==> config.mk <==
export PLATFORM = sky130hd
export DESIGN_NAME = pdr_renegotiate
export DESIGN_NICKNAME = d
export VERILOG_FILES = /design/src/verilog/pdr_pkg.sv /design/src/verilog/pdr_renegotiate.sv
export SDC_FILE = /design/constraint.sdc
export NUM_CORES = 1
export LEC_CHECK = 0
export CORE_MARGIN = 5
export CORE_UTILIZATION = 54
export DETAILED_ROUTE_END_ITERATION = 8
export DONT_BUFFER_PORTS = 1
export GPL_TIMING_DRIVEN = 0
export PLACE_DENSITY = 0.72
export SETUP_SLACK_MARGIN = 0.2
export SKIP_CTS_REPAIR_TIMING = 1
export SYNTH_ARGS = -nofsm -noshare
export SYNTH_HDL_FRONTEND = slang
export SYNTH_SLANG_ARGS = --single-unit
==> constraint.sdc <==
create_clock -name clk_i -period 1.8 [get_ports clk_i]
set_input_delay 0.36 -clock clk_i [delete_from_list [all_inputs] [get_ports clk_i]]
set_output_delay 0.36 -clock clk_i [all_outputs]
set_load 0.1 [all_outputs]
==> src/verilog/pdr_pkg.sv <==
// Package for the capability renegotiation block: register offsets,
// capability word fields and the message carrier.
// Assumes that the message layer beside it uses the same message codes.
package pdr_pkg;

   // ----------------------------------------------------------------
   // Register map
   // ----------------------------------------------------------------
   localparam logic [7:0]  RX_SINK_CAP_OFS  = 8'h31; // Read only.
   localparam logic [7:0]  SRC_CAP_SET_OFS  = 8'h32; // Host writable.
   localparam logic [7:0]  TX_SINK_CAP_OFS  = 8'h33; // Host writable.
   localparam logic [31:0] RX_SINK_CAP_RST  = 32'h00000000;
   localparam logic [31:0] UNMAPPED_RDATA   = 32'h00000000;

   // ----------------------------------------------------------------
   // Capability and request word fields
   // ----------------------------------------------------------------
   localparam int          VOLT_MSB = 19; // Voltage field of an object.
   localparam int          VOLT_LSB = 10;
   localparam int          CURR_MSB = 9;  // Current field of an object.
   localparam int          CURR_LSB = 0;
   localparam int          POS_MSB  = 30; // Object position of a request.
   localparam int          POS_LSB  = 28;
   localparam int          MISMATCH_BIT = 26; // Capability mismatch.
   localparam logic [2:0]  POS_FIVE_VOLT = 3'h1; // Object 1 is 5 V.
   localparam logic [2:0]  POS_ADVERTISED = 3'h2; // Programmed object.
   localparam logic [2:0]  POS_NONE = 3'h0;

   // ----------------------------------------------------------------
   // Messages exchanged with the message layer
   // ----------------------------------------------------------------
   typedef enum logic [2:0] {
      MSG_NONE,
      MSG_SRC_CAP,
      MSG_GET_SINK_CAP,
      MSG_SINK_CAP,
      MSG_REQUEST,
      MSG_ACCEPT,
      MSG_PS_READY
   } pdr_msg_kind_t;

   typedef struct packed {
      pdr_msg_kind_t kind; // Message type.
      logic [31:0]   data; // Single data object, zero when unused.
   } pdr_msg_t;

endpackage

==> src/verilog/pdr_renegotiate.sv <==
// Command interpreter and capability registers of a power delivery
// port controller used to renegotiate a power contract.
// Assumes a message layer on the same clock that frames, checks and
// acknowledges messages, and a host on a simple register port.
`timescale 1ns/1ns

// Overview of operation
// - Resend command transmits current source capabilities
// - Query command asks sink caps, stores reply
// - Received sink register zero until reply arrives
// - Sink sends capabilities only when asked
// - Unmatched request sets capability mismatch bit
// - Host may write source capability register
// - Host may write transmitted sink capabilities
// - Accepted request is followed by PS_Ready
// - Object 1 request supplies only 5 V
module pdr_renegotiate
   import pdr_pkg::*;
#(
   parameter logic [31:0] SRC_CAP_RST     = 32'h00000000,
   parameter logic [31:0] TX_SINK_CAP_RST = 32'h00000000
) (
   input  wire logic        clk_i,
   input  wire logic        srst_i,
   input  wire logic        is_source_i,
   input  wire logic        resend_source_caps_cmd_i,
   input  wire logic        query_sink_caps_cmd_i,
   input  wire logic        host_wr_i,
   input  wire logic [7:0]  host_addr_i,
   input  wire logic [31:0] host_wdata_i,
   output      logic [31:0] host_rdata_o,
   output      logic        tx_valid_o,
   output      pdr_msg_t    tx_msg_o,
   input  wire logic        tx_ready_i,
   input  wire logic        rx_valid_i,
   input  wire pdr_msg_t    rx_msg_i,
   output      logic [2:0]  contract_obj_o,
   output      logic        vbus_5v_only_o,
   output      logic        busy_o
);

   // ----------------------------------------------------------------
   // Declarations
   // ----------------------------------------------------------------
   typedef enum logic [1:0] {ST_IDLE, ST_TX, ST_WAIT_REQ} pdr_state_t;

   pdr_state_t  state_reg,        state_next;       // Sequencer state.
   pdr_msg_t    tx_msg_reg,       tx_msg_next;      // Message held out.
   logic [31:0] rx_sink_cap_reg,  rx_sink_cap_next; // Partner sink caps.
   logic [31:0] src_cap_reg,      src_cap_next;     // Offered object.
   logic [31:0] tx_sink_cap_reg,  tx_sink_cap_next; // Own sink object.
   logic [31:0] rdata_reg,        rdata_next;       // Read data.
   logic [2:0]  obj_reg,          obj_next;         // Contract object.
   logic        five_reg,         five_next;        // 5 V only supply.
   logic        valid_reg,        valid_next;       // Message offered.
   logic        busy_reg,         busy_next;        // Sequencer not idle.
   logic        match;       // Offered object meets own sink object.
   logic        tx_taken;    // Message layer took the held message.
   logic        rx_is_sink;  // Partner sink capabilities arrived.

   assign tx_taken   = (state_reg == ST_TX) && tx_ready_i;
   assign rx_is_sink = rx_valid_i && (rx_msg_i.kind == MSG_SINK_CAP);

   // A sink object matches when the voltage is equal and the offered
   // current covers what the sink asks. Lowering the host's sink
   // current therefore changes which object gets accepted.
   assign match =
      (rx_msg_i.data[VOLT_MSB:VOLT_LSB] ==
       tx_sink_cap_reg[VOLT_MSB:VOLT_LSB]) &&
      (rx_msg_i.data[CURR_MSB:CURR_LSB] >=
       tx_sink_cap_reg[CURR_MSB:CURR_LSB]);

   // ----------------------------------------------------------------
   // Register file
   // ----------------------------------------------------------------
   // Writes land in one cycle; reads return the addressed register one
   // cycle after the address is presented.
   always_comb begin
      src_cap_next     = src_cap_reg;
      tx_sink_cap_next = tx_sink_cap_reg;
      rx_sink_cap_next = rx_sink_cap_reg;
      if (host_wr_i && host_addr_i == SRC_CAP_SET_OFS) begin
         src_cap_next = host_wdata_i;
      end else if (host_wr_i && host_addr_i == TX_SINK_CAP_OFS) begin
         tx_sink_cap_next = host_wdata_i;
      end
      // Only a real reply fills the received register, and it replaces
      // the old word entirely; host writes here are ignored.
      if (rx_is_sink) begin
         rx_sink_cap_next = rx_msg_i.data;
      end
      if (host_addr_i == RX_SINK_CAP_OFS) begin
         rdata_next = rx_sink_cap_reg;
      end else if (host_addr_i == SRC_CAP_SET_OFS) begin
         rdata_next = src_cap_reg;
      end else if (host_addr_i == TX_SINK_CAP_OFS) begin
         rdata_next = tx_sink_cap_reg;
      end else begin
         rdata_next = UNMAPPED_RDATA;
      end
   end

   // Registering only; the reset leaves the received word cleared.
   always_ff @(posedge clk_i) begin
      if (srst_i) begin
         src_cap_reg     <= SRC_CAP_RST;
         tx_sink_cap_reg <= TX_SINK_CAP_RST;
         rx_sink_cap_reg <= RX_SINK_CAP_RST;
         rdata_reg       <= UNMAPPED_RDATA;
      end else begin
         src_cap_reg     <= src_cap_next;
         tx_sink_cap_reg <= tx_sink_cap_next;
         rx_sink_cap_reg <= rx_sink_cap_next;
         rdata_reg       <= rdata_next;
      end
   end

   // ----------------------------------------------------------------
   // Negotiation sequencer
   // ----------------------------------------------------------------
   // One message is held at a time. Commands and partner messages that
   // arrive while a message is in flight are dropped, which keeps the
   // sequencer simple; the host sees busy_o and retries.
   always_comb begin
      state_next  = state_reg;
      tx_msg_next = tx_msg_reg;
      obj_next    = obj_reg;
      five_next   = five_reg;
      case (state_reg)
         ST_IDLE: begin
            if (is_source_i && resend_source_caps_cmd_i) begin
               tx_msg_next = '{MSG_SRC_CAP, src_cap_reg};
               state_next  = ST_TX;
            end else if (is_source_i && query_sink_caps_cmd_i) begin
               tx_msg_next = '{MSG_GET_SINK_CAP, 32'h00000000};
               state_next  = ST_TX;
            end else if (!is_source_i && rx_valid_i &&
                         rx_msg_i.kind == MSG_GET_SINK_CAP) begin
               // Capabilities go out only on the partner's request.
               tx_msg_next = '{MSG_SINK_CAP, tx_sink_cap_reg};
               state_next  = ST_TX;
            end else if (!is_source_i && rx_valid_i &&
                         rx_msg_i.kind == MSG_SRC_CAP) begin
               // A sink always answers with a request; when nothing
               // matches it falls back to object 1 and flags it.
               tx_msg_next.kind = MSG_REQUEST;
               tx_msg_next.data = 32'h00000000;
               tx_msg_next.data[POS_MSB:POS_LSB] =
                  match ? POS_ADVERTISED : POS_FIVE_VOLT;
               tx_msg_next.data[MISMATCH_BIT] = !match;
               tx_msg_next.data[CURR_MSB:CURR_LSB] =
                  tx_sink_cap_reg[CURR_MSB:CURR_LSB];
               state_next = ST_TX;
            end
         end
         ST_TX: begin
            if (tx_ready_i) begin
               if (tx_msg_reg.kind == MSG_SRC_CAP) begin
                  state_next = ST_WAIT_REQ;
               end else if (tx_msg_reg.kind == MSG_ACCEPT) begin
                  tx_msg_next = '{MSG_PS_READY, 32'h00000000};
               end else begin
                  state_next = ST_IDLE;
               end
            end
         end
         ST_WAIT_REQ: begin
            if (rx_valid_i && rx_msg_i.kind == MSG_REQUEST) begin
               obj_next  = rx_msg_i.data[POS_MSB:POS_LSB];
               // Object 1 means 5 V whatever else was offered.
               five_next = (rx_msg_i.data[POS_MSB:POS_LSB] ==
                            POS_FIVE_VOLT);
               tx_msg_next = '{MSG_ACCEPT, 32'h00000000};
               state_next  = ST_TX;
            end
         end
         default: begin
            state_next = ST_IDLE;
         end
      endcase
      valid_next = (state_next == ST_TX);
      busy_next  = (state_next != ST_IDLE);
   end

   // Registering only; the port starts idle on the 5 V default.
   always_ff @(posedge clk_i) begin
      if (srst_i) begin
         state_reg  <= ST_IDLE;
         tx_msg_reg <= '{MSG_NONE, 32'h00000000};
         obj_reg    <= POS_NONE;
         five_reg   <= 1'b1;
         valid_reg  <= 1'b0;
         busy_reg   <= 1'b0;
      end else begin
         state_reg  <= state_next;
         tx_msg_reg <= tx_msg_next;
         obj_reg    <= obj_next;
         five_reg   <= five_next;
         valid_reg  <= valid_next;
         busy_reg   <= busy_next;
      end
   end

   assign host_rdata_o   = rdata_reg;
   assign tx_valid_o     = valid_reg;
   assign tx_msg_o       = tx_msg_reg;
   assign contract_obj_o = obj_reg;
   assign vbus_5v_only_o = five_reg;
   assign busy_o         = busy_reg;

   // ----------------------------------------------------------------
   // Assertions
   // ----------------------------------------------------------------
   property p_resend;
      @(posedge clk_i) disable iff (srst_i)
      (state_reg == ST_IDLE && is_source_i && resend_source_caps_cmd_i)
      |=> tx_valid_o && tx_msg_o.kind == MSG_SRC_CAP &&
          tx_msg_o.data == $past(src_cap_reg);
   endproperty
   a_resend: assert property (p_resend)
      else $error("Resend did not send source capabilities.");

   property p_query;
      @(posedge clk_i) disable iff (srst_i)
      (state_reg == ST_IDLE && is_source_i && !resend_source_caps_cmd_i
       && query_sink_caps_cmd_i)
      |=> tx_valid_o && tx_msg_o.kind == MSG_GET_SINK_CAP;
   endproperty
   a_query: assert property (p_query)
      else $error("Query did not send Get Sink Capabilities.");

   property p_rx_only;
      @(posedge clk_i) disable iff (srst_i)
      !$stable(rx_sink_cap_reg) && !$past(srst_i) |-> $past(rx_is_sink);
   endproperty
   a_rx_only: assert property (p_rx_only)
      else $error("Received sink register changed without a reply.");

   property p_sink_on_ask;
      @(posedge clk_i) disable iff (srst_i)
      $rose(tx_valid_o) && tx_msg_o.kind == MSG_SINK_CAP
      |-> $past(rx_valid_i) && $past(rx_msg_i.kind) == MSG_GET_SINK_CAP;
   endproperty
   a_sink_on_ask: assert property (p_sink_on_ask)
      else $error("Sink capabilities sent unasked.");

   property p_mismatch;
      @(posedge clk_i) disable iff (srst_i)
      $rose(tx_valid_o) && tx_msg_o.kind == MSG_REQUEST
      |-> tx_msg_o.data[MISMATCH_BIT] == !$past(match) &&
          (tx_msg_o.data[POS_MSB:POS_LSB] == POS_FIVE_VOLT) ==
          !$past(match);
   endproperty
   a_mismatch: assert property (p_mismatch)
      else $error("Mismatch bit disagrees with object match.");

   property p_src_wr;
      @(posedge clk_i) disable iff (srst_i)
      host_wr_i && host_addr_i == SRC_CAP_SET_OFS
      |=> src_cap_reg == $past(host_wdata_i) ##1
          (host_rdata_o == $past(src_cap_reg, 1) ||
           $past(host_addr_i) != SRC_CAP_SET_OFS);
   endproperty
   a_src_wr: assert property (p_src_wr)
      else $error("Source capability write lost.");

   property p_tx_sink_wr;
      @(posedge clk_i) disable iff (srst_i)
      host_wr_i && host_addr_i == TX_SINK_CAP_OFS
      |=> tx_sink_cap_reg == $past(host_wdata_i);
   endproperty
   a_tx_sink_wr: assert property (p_tx_sink_wr)
      else $error("Transmit sink capability write lost.");

   property p_ps_ready;
      @(posedge clk_i) disable iff (srst_i)
      tx_taken && tx_msg_o.kind == MSG_ACCEPT
      |=> tx_valid_o && tx_msg_o.kind == MSG_PS_READY;
   endproperty
   a_ps_ready: assert property (p_ps_ready)
      else $error("Accept was not followed by PS_Ready.");

   property p_five_volt;
      @(posedge clk_i) disable iff (srst_i)
      state_reg == ST_WAIT_REQ && rx_valid_i &&
      rx_msg_i.kind == MSG_REQUEST &&
      rx_msg_i.data[POS_MSB:POS_LSB] == POS_FIVE_VOLT
      |=> vbus_5v_only_o && contract_obj_o == POS_FIVE_VOLT;
   endproperty
   a_five_volt: assert property (p_five_volt)
      else $error("Object 1 contract not limited to 5 V.");

   property p_replace;
      @(posedge clk_i) disable iff (srst_i)
      rx_is_sink |=> rx_sink_cap_reg == $past(rx_msg_i.data);
   endproperty
   a_replace: assert property (p_replace)
      else $error("Received capabilities not fully replaced.");

endmodule

==> Word level (Yosys, flattened, before mapping) <==
Index checks and enable logic that the tools add are counted.
{ "classes": {"add_sub_neg": 0, "multipliers": 0, "div_mod_pow": 0, "order_cmp": 1, "eq_ne": 19, "shift": 0, "muxes": 22, "bitwise": 1, "n_reduce_logical": 18} }
{ "op_table": {"columns": ["op", "n"], "rows": [
  ["two-way mux 35 bit", 8],
  ["case mux 35 bit (3 select lines)", 1],
  ["two-way mux 32 bit", 3],
  ["== test 8 x 6 -> 1 bit, second input constant", 3],
  ["two-way mux 2 bit", 9],
  ["== test 10 bit", 1],
  [">= comparator 10 bit", 1],
  ["logical AND 1 bit", 10],
  ["== test 3 x 1 -> 1 bit, second input constant", 3],
  ["== test 3 x 2 -> 1 bit, second input constant", 2],
  ["== test 3 bit, second input constant", 2],
  ["inequality test 2 bit, second input constant", 3],
  ["case mux 2 bit (3 select lines)", 1],
  ["AND reduction 6 bit", 1],
  ["inequality test 5 bit, second input constant", 1],
  ["== test 2 x 1 -> 1 bit, second input constant", 2],
  ["AND reduction 2 bit", 2],
  ["nonzero test 3 bit", 1],
  ["== test 2 bit, second input constant", 1],
  ["zero test 1 bit", 2],
  ["zero test 2 bit", 1],
  ["inequality test 2 x 1 -> 1 bit, second input constant", 1],
  ["nonzero test 2 bit", 1],
  ["NOT 1 bit", 1]
]} }
{ "word_totals": {"ff_bits": 171, "latchBits": 0, "ram_bits": 0, "mem_bits_ro": 0, "inputBits": 83, "output_inout_bits": 73, "elab_cells": 72, "mem_count": 0} }

==> Depth between registers and ports, before layout <==
{ "logic_depth": {"depth_word": 9, "mapped_depth": 9, "depth_no_buf": 8} }

==> Least setup slack after synthesis <==
No wires, ideal clock.
{ "synth_timing": {"path_type": "flip-flop to flip-flop", "startpoint": "register tx_msg_reg, in the netlist tx_msg_o[34]", "endpoint": "register tx_msg_reg, in the netlist tx_msg_o[13]", "setup_time_ps": 128, "t_arrival_ps": 2095, "required_ps": 1672, "slack_ps": -423, "path_stages_with_launch": 8, "path_buffers": 2, "period_less_slack_ps": 2223, "path_cell_list": "dfxtp_1 nand4b_1 a221oi_2 nand2_2 buf_6 buf_2 a21oi_1 nor2_1"} }
{ "synth_between": {"elab_chain_cells": 3, "word_cells_on_any_way": 5, "classes_between": "eq/ne: 4; reduce/logical: 1"} }
{ "synth_rtl": {"columns": ["element", "line", "text"], "rows": [
  ["start: declaration", "pdr_renegotiate.sv:48", "pdr_msg_t tx_msg_reg, tx_msg_next;"],
  ["start signal: assignment", "pdr_renegotiate.sv:189", "tx_msg_reg <= '{MSG_NONE, 32'h00000000};"],
  ["start signal: assignment", "pdr_renegotiate.sv:196", "tx_msg_reg <= tx_msg_next;"],
  ["== test 3 bit / == test 3 x 1 -> 1 bit (equally long branches)", "pdr_renegotiate.sv:160, pdr_renegotiate.sv:158", null],
  ["inequality test 2 x 1 -> 1 bit (no line) / inequality test 2 bit (equally long branches)", null, null],
  ["AND reduction 6 bit (no line) (*)", null, null]
]} }
Every way passes the cells marked *; elsewhere a longest branch is shown, timed or not.
A chain may end at the register's enable or synchronous reset.

==> Final worst setup path <==
{ "layout_timing": {"startpoint": "register tx_msg_reg, in the netlist tx_msg_o[34]", "endpoint": "register tx_msg_reg, in the netlist tx_msg_o[19]"} }
Same word-level chain as after synthesis.

==> results.ini <==
[run_status]
status=complete, but fails checks
violations=setup timing

[final_layout]
flow.area_growth_from_synthesis_pct=20.3
final_area_um2=8590
finalNonFillerCells=1091
largest_reg_flops=35
n_antenna_cell=0
drive_gt1_share_pct=22.2
area.sequential_um2=3530
final_nets=1001
nFillCells=1085
multi_input_area_um2=3730

[grt]
grt_start_max_net_pins=17
top_usage_layer=met2
grt_first_pass_wirelength_mm=33.3
grt_usage_pct=26.8
grt_pass1_vias=6132
met2_usage_pct=42.8
grt_antenna_before_repair=0
grt.overflow.total=0
grt_util_met3_pct=8.23
use_met1_pct=34.2

[clock_tree]
cts.htree.levels=4
worst_skew_pair.late_latency_ns=0.43
clock-root-buffer=clkbuf_16
clkTransAtPathRegs_ns=0.06
numCtsBuffers=17
cts_sinks=171
cts_buffer_depth=2
cts_tree=yes

[worst_setup_path]
worstSetupPathType=reg -> reg
crit_required_ns=2.09
cp-end-kind=register
crit_top_cell=buf_12
critPathLaunchType=register
worstPathArrival_ns=2.26
critical_path.max_stage_delay_ns=0.55
critical_path.max_fanout=7
critical_path.slowest_cell=dfxtp_4
path_cells=nand4b_1 > a221oi_4 > nand2_4 > buf_12 > buf_12 > a21oi_1 > nor2_1

[yosys]
postSynthCellCount=874
netlist_area_um2=7140
postSynthAreaPerCell_um2=8.17
ys_warn_count=0
synthDominantCellAreaShare_pct=47.9
synth_top_area_cell=dfxtp_1
yosysSeqAreaShare_pct=47.9
synth_common_cells=dfxtp_1 (171), nand2_1 (136), nor2_1 (134), a21oi_1 (133), clkbuf_1 (54)
synth.top_cells.by_area=dfxtp_1 (48%), a21oi_1 (9.3%), nand2_1 (7.1%)
synth_nets=972
synth-seq-cells=171
synth-edff-count=0
synthDistinctLibCells=46
async_reset_ff_share_pct=0
yosysMostFrequentCell=dfxtp_1
synth_ff_type=dfxtp_1

[die]
rows=42
die_x_um=125
core-area_um2=13100
fp.dieArea_um2=15600
dieHeight_um=125
start_util_pct=54.6
io_pins=156

[power_and_ir_drop]
irDropWorstVdd_uv=616
leakagePower_nw=3.30
powerDensity_nw_per_um2=968

[place]
io_buffer_count=0
dp.cells=1050
dpl_cell_area_um2=7510
hpwlAfterDp_mm=15.2
gp_congestion=0.868

[drt]
route.detailed.drc=0
drt_first_iter_violations=599
routed_via_density=5.88
drt_wl_total_mm=21.8
vias=6414
ant_nets=0
wire_per_inst_um=20.0
first_pass_iters=5

[flow_run]
maxCapViolations=0

[timing]
fmax_ghz=0.508
worst_pin_slew_ns=0.965
setup_ws_ns=-0.169
relSlewSlack_pct=35.6
fin_tns_setup_ns=-3.73
finalCritPeriodShare_pct=109
rsz0062_at_grt=true
finalSetupViolations=34
drv_slew=0
fin_crit_ns=1.97
hold_viol=0
clock_skew_ns=0.00977

[min_path]
worst_hold_path_type=in -> reg

## logic make-up after synthesis
family | count (synthesis) | share of synthesized area, %
DFF | 171 | 47.9
AOI/OAI and AO/OA | 184 | 15.0
muxes | 35 | 4.91
xor gates and xnor gates | 11 | 1.35
buffers and inverters | 83 | 4.68
adders and majority gates | 15 | 2.63
and+or+nand+nor | 375 | 23.5
## path summary, 6_finish.rpt
check,startpoint,to,slack [ns],cells after the start
max,tx_msg_o[34],tx_msg_o[19],-0.17,7
min,rx_msg_i[4],rx_sink_cap_reg[4],0.05,2
max reg2reg,tx_msg_o[34],tx_msg_o[19],-0.17,7
min reg2reg,rx_sink_cap_reg[15],rx_sink_cap_reg[15],0.45,2
## per-stage QoR
| step | hold slack, ns | worst slack (ns) | total power, mW | utilization (%) |
|---|---|---|---|---|
| global placement | 0.442 | -0.463 | 4.66 | 57.4 |
| detailed placement | 0.445 | -0.466 | 4.67 | 57.4 |
| floorplan | 0.437 | 0.113 | 4.50 | - |
| finish | 0.0537 | -0.169 | 8.31 | 65.6 |
| CTS | -0.00554 | -0.520 | 8.18 | 61.7 |
| global route | 0.0514 | -0.290 | 8.56 | 65.6 |
## metal layers
| metal | share of wire, % | vias to the layer above | routed length (µm) |
|---|---|---|---|
| met5 | 0 | - | 0 |
| met4 | 2.5 | 0 | 545 |
| met3 | 8.9 | 45 | 1940 |
| met2 | 47 | 280 | 10100 |
| met1 | 42 | 3026 | 9170 |
| li1 | - | 3063 | - |
## critical path, delay by kind of cell (launching register included)
family	cells	cell delay, ns
DFF	1	0.55
and+or+nand+nor	3	0.43
buffers and inverters	2	0.34
AOI/OAI and AO/OA	2	0.51
## final cells by class
class                   instances  share of cell area, %
plain buffers                  68                   4.33
clock buffers                  19                   5.16
clock inverters                12                   1.44
inverters                      15                  0.772
multi-input cells             620                   43.4
flip-flops and latches        171                   41.1
well taps                     176                   2.56
repair buffers                 10                   1.28
## power breakdown
part	internal [mW]	leakage (nW)	switching [mW]
clock network	2.06	0.271	1.51
registers	3.83	1.42	0.180
logic	0.252	1.62	0.485
## cell usage in the layout (no fill, tap or decap), types with 28 or more instances in the layout
cell type,instances
nor4_1,28
a22oi_1,30
nand2_1,135
a21oi_1,121
dfxtp_1,96
dfxtp_2,71
mux2i_1,35
clkbuf_1,44
nor2_1,134
Power figures use the tool's default switching activity.
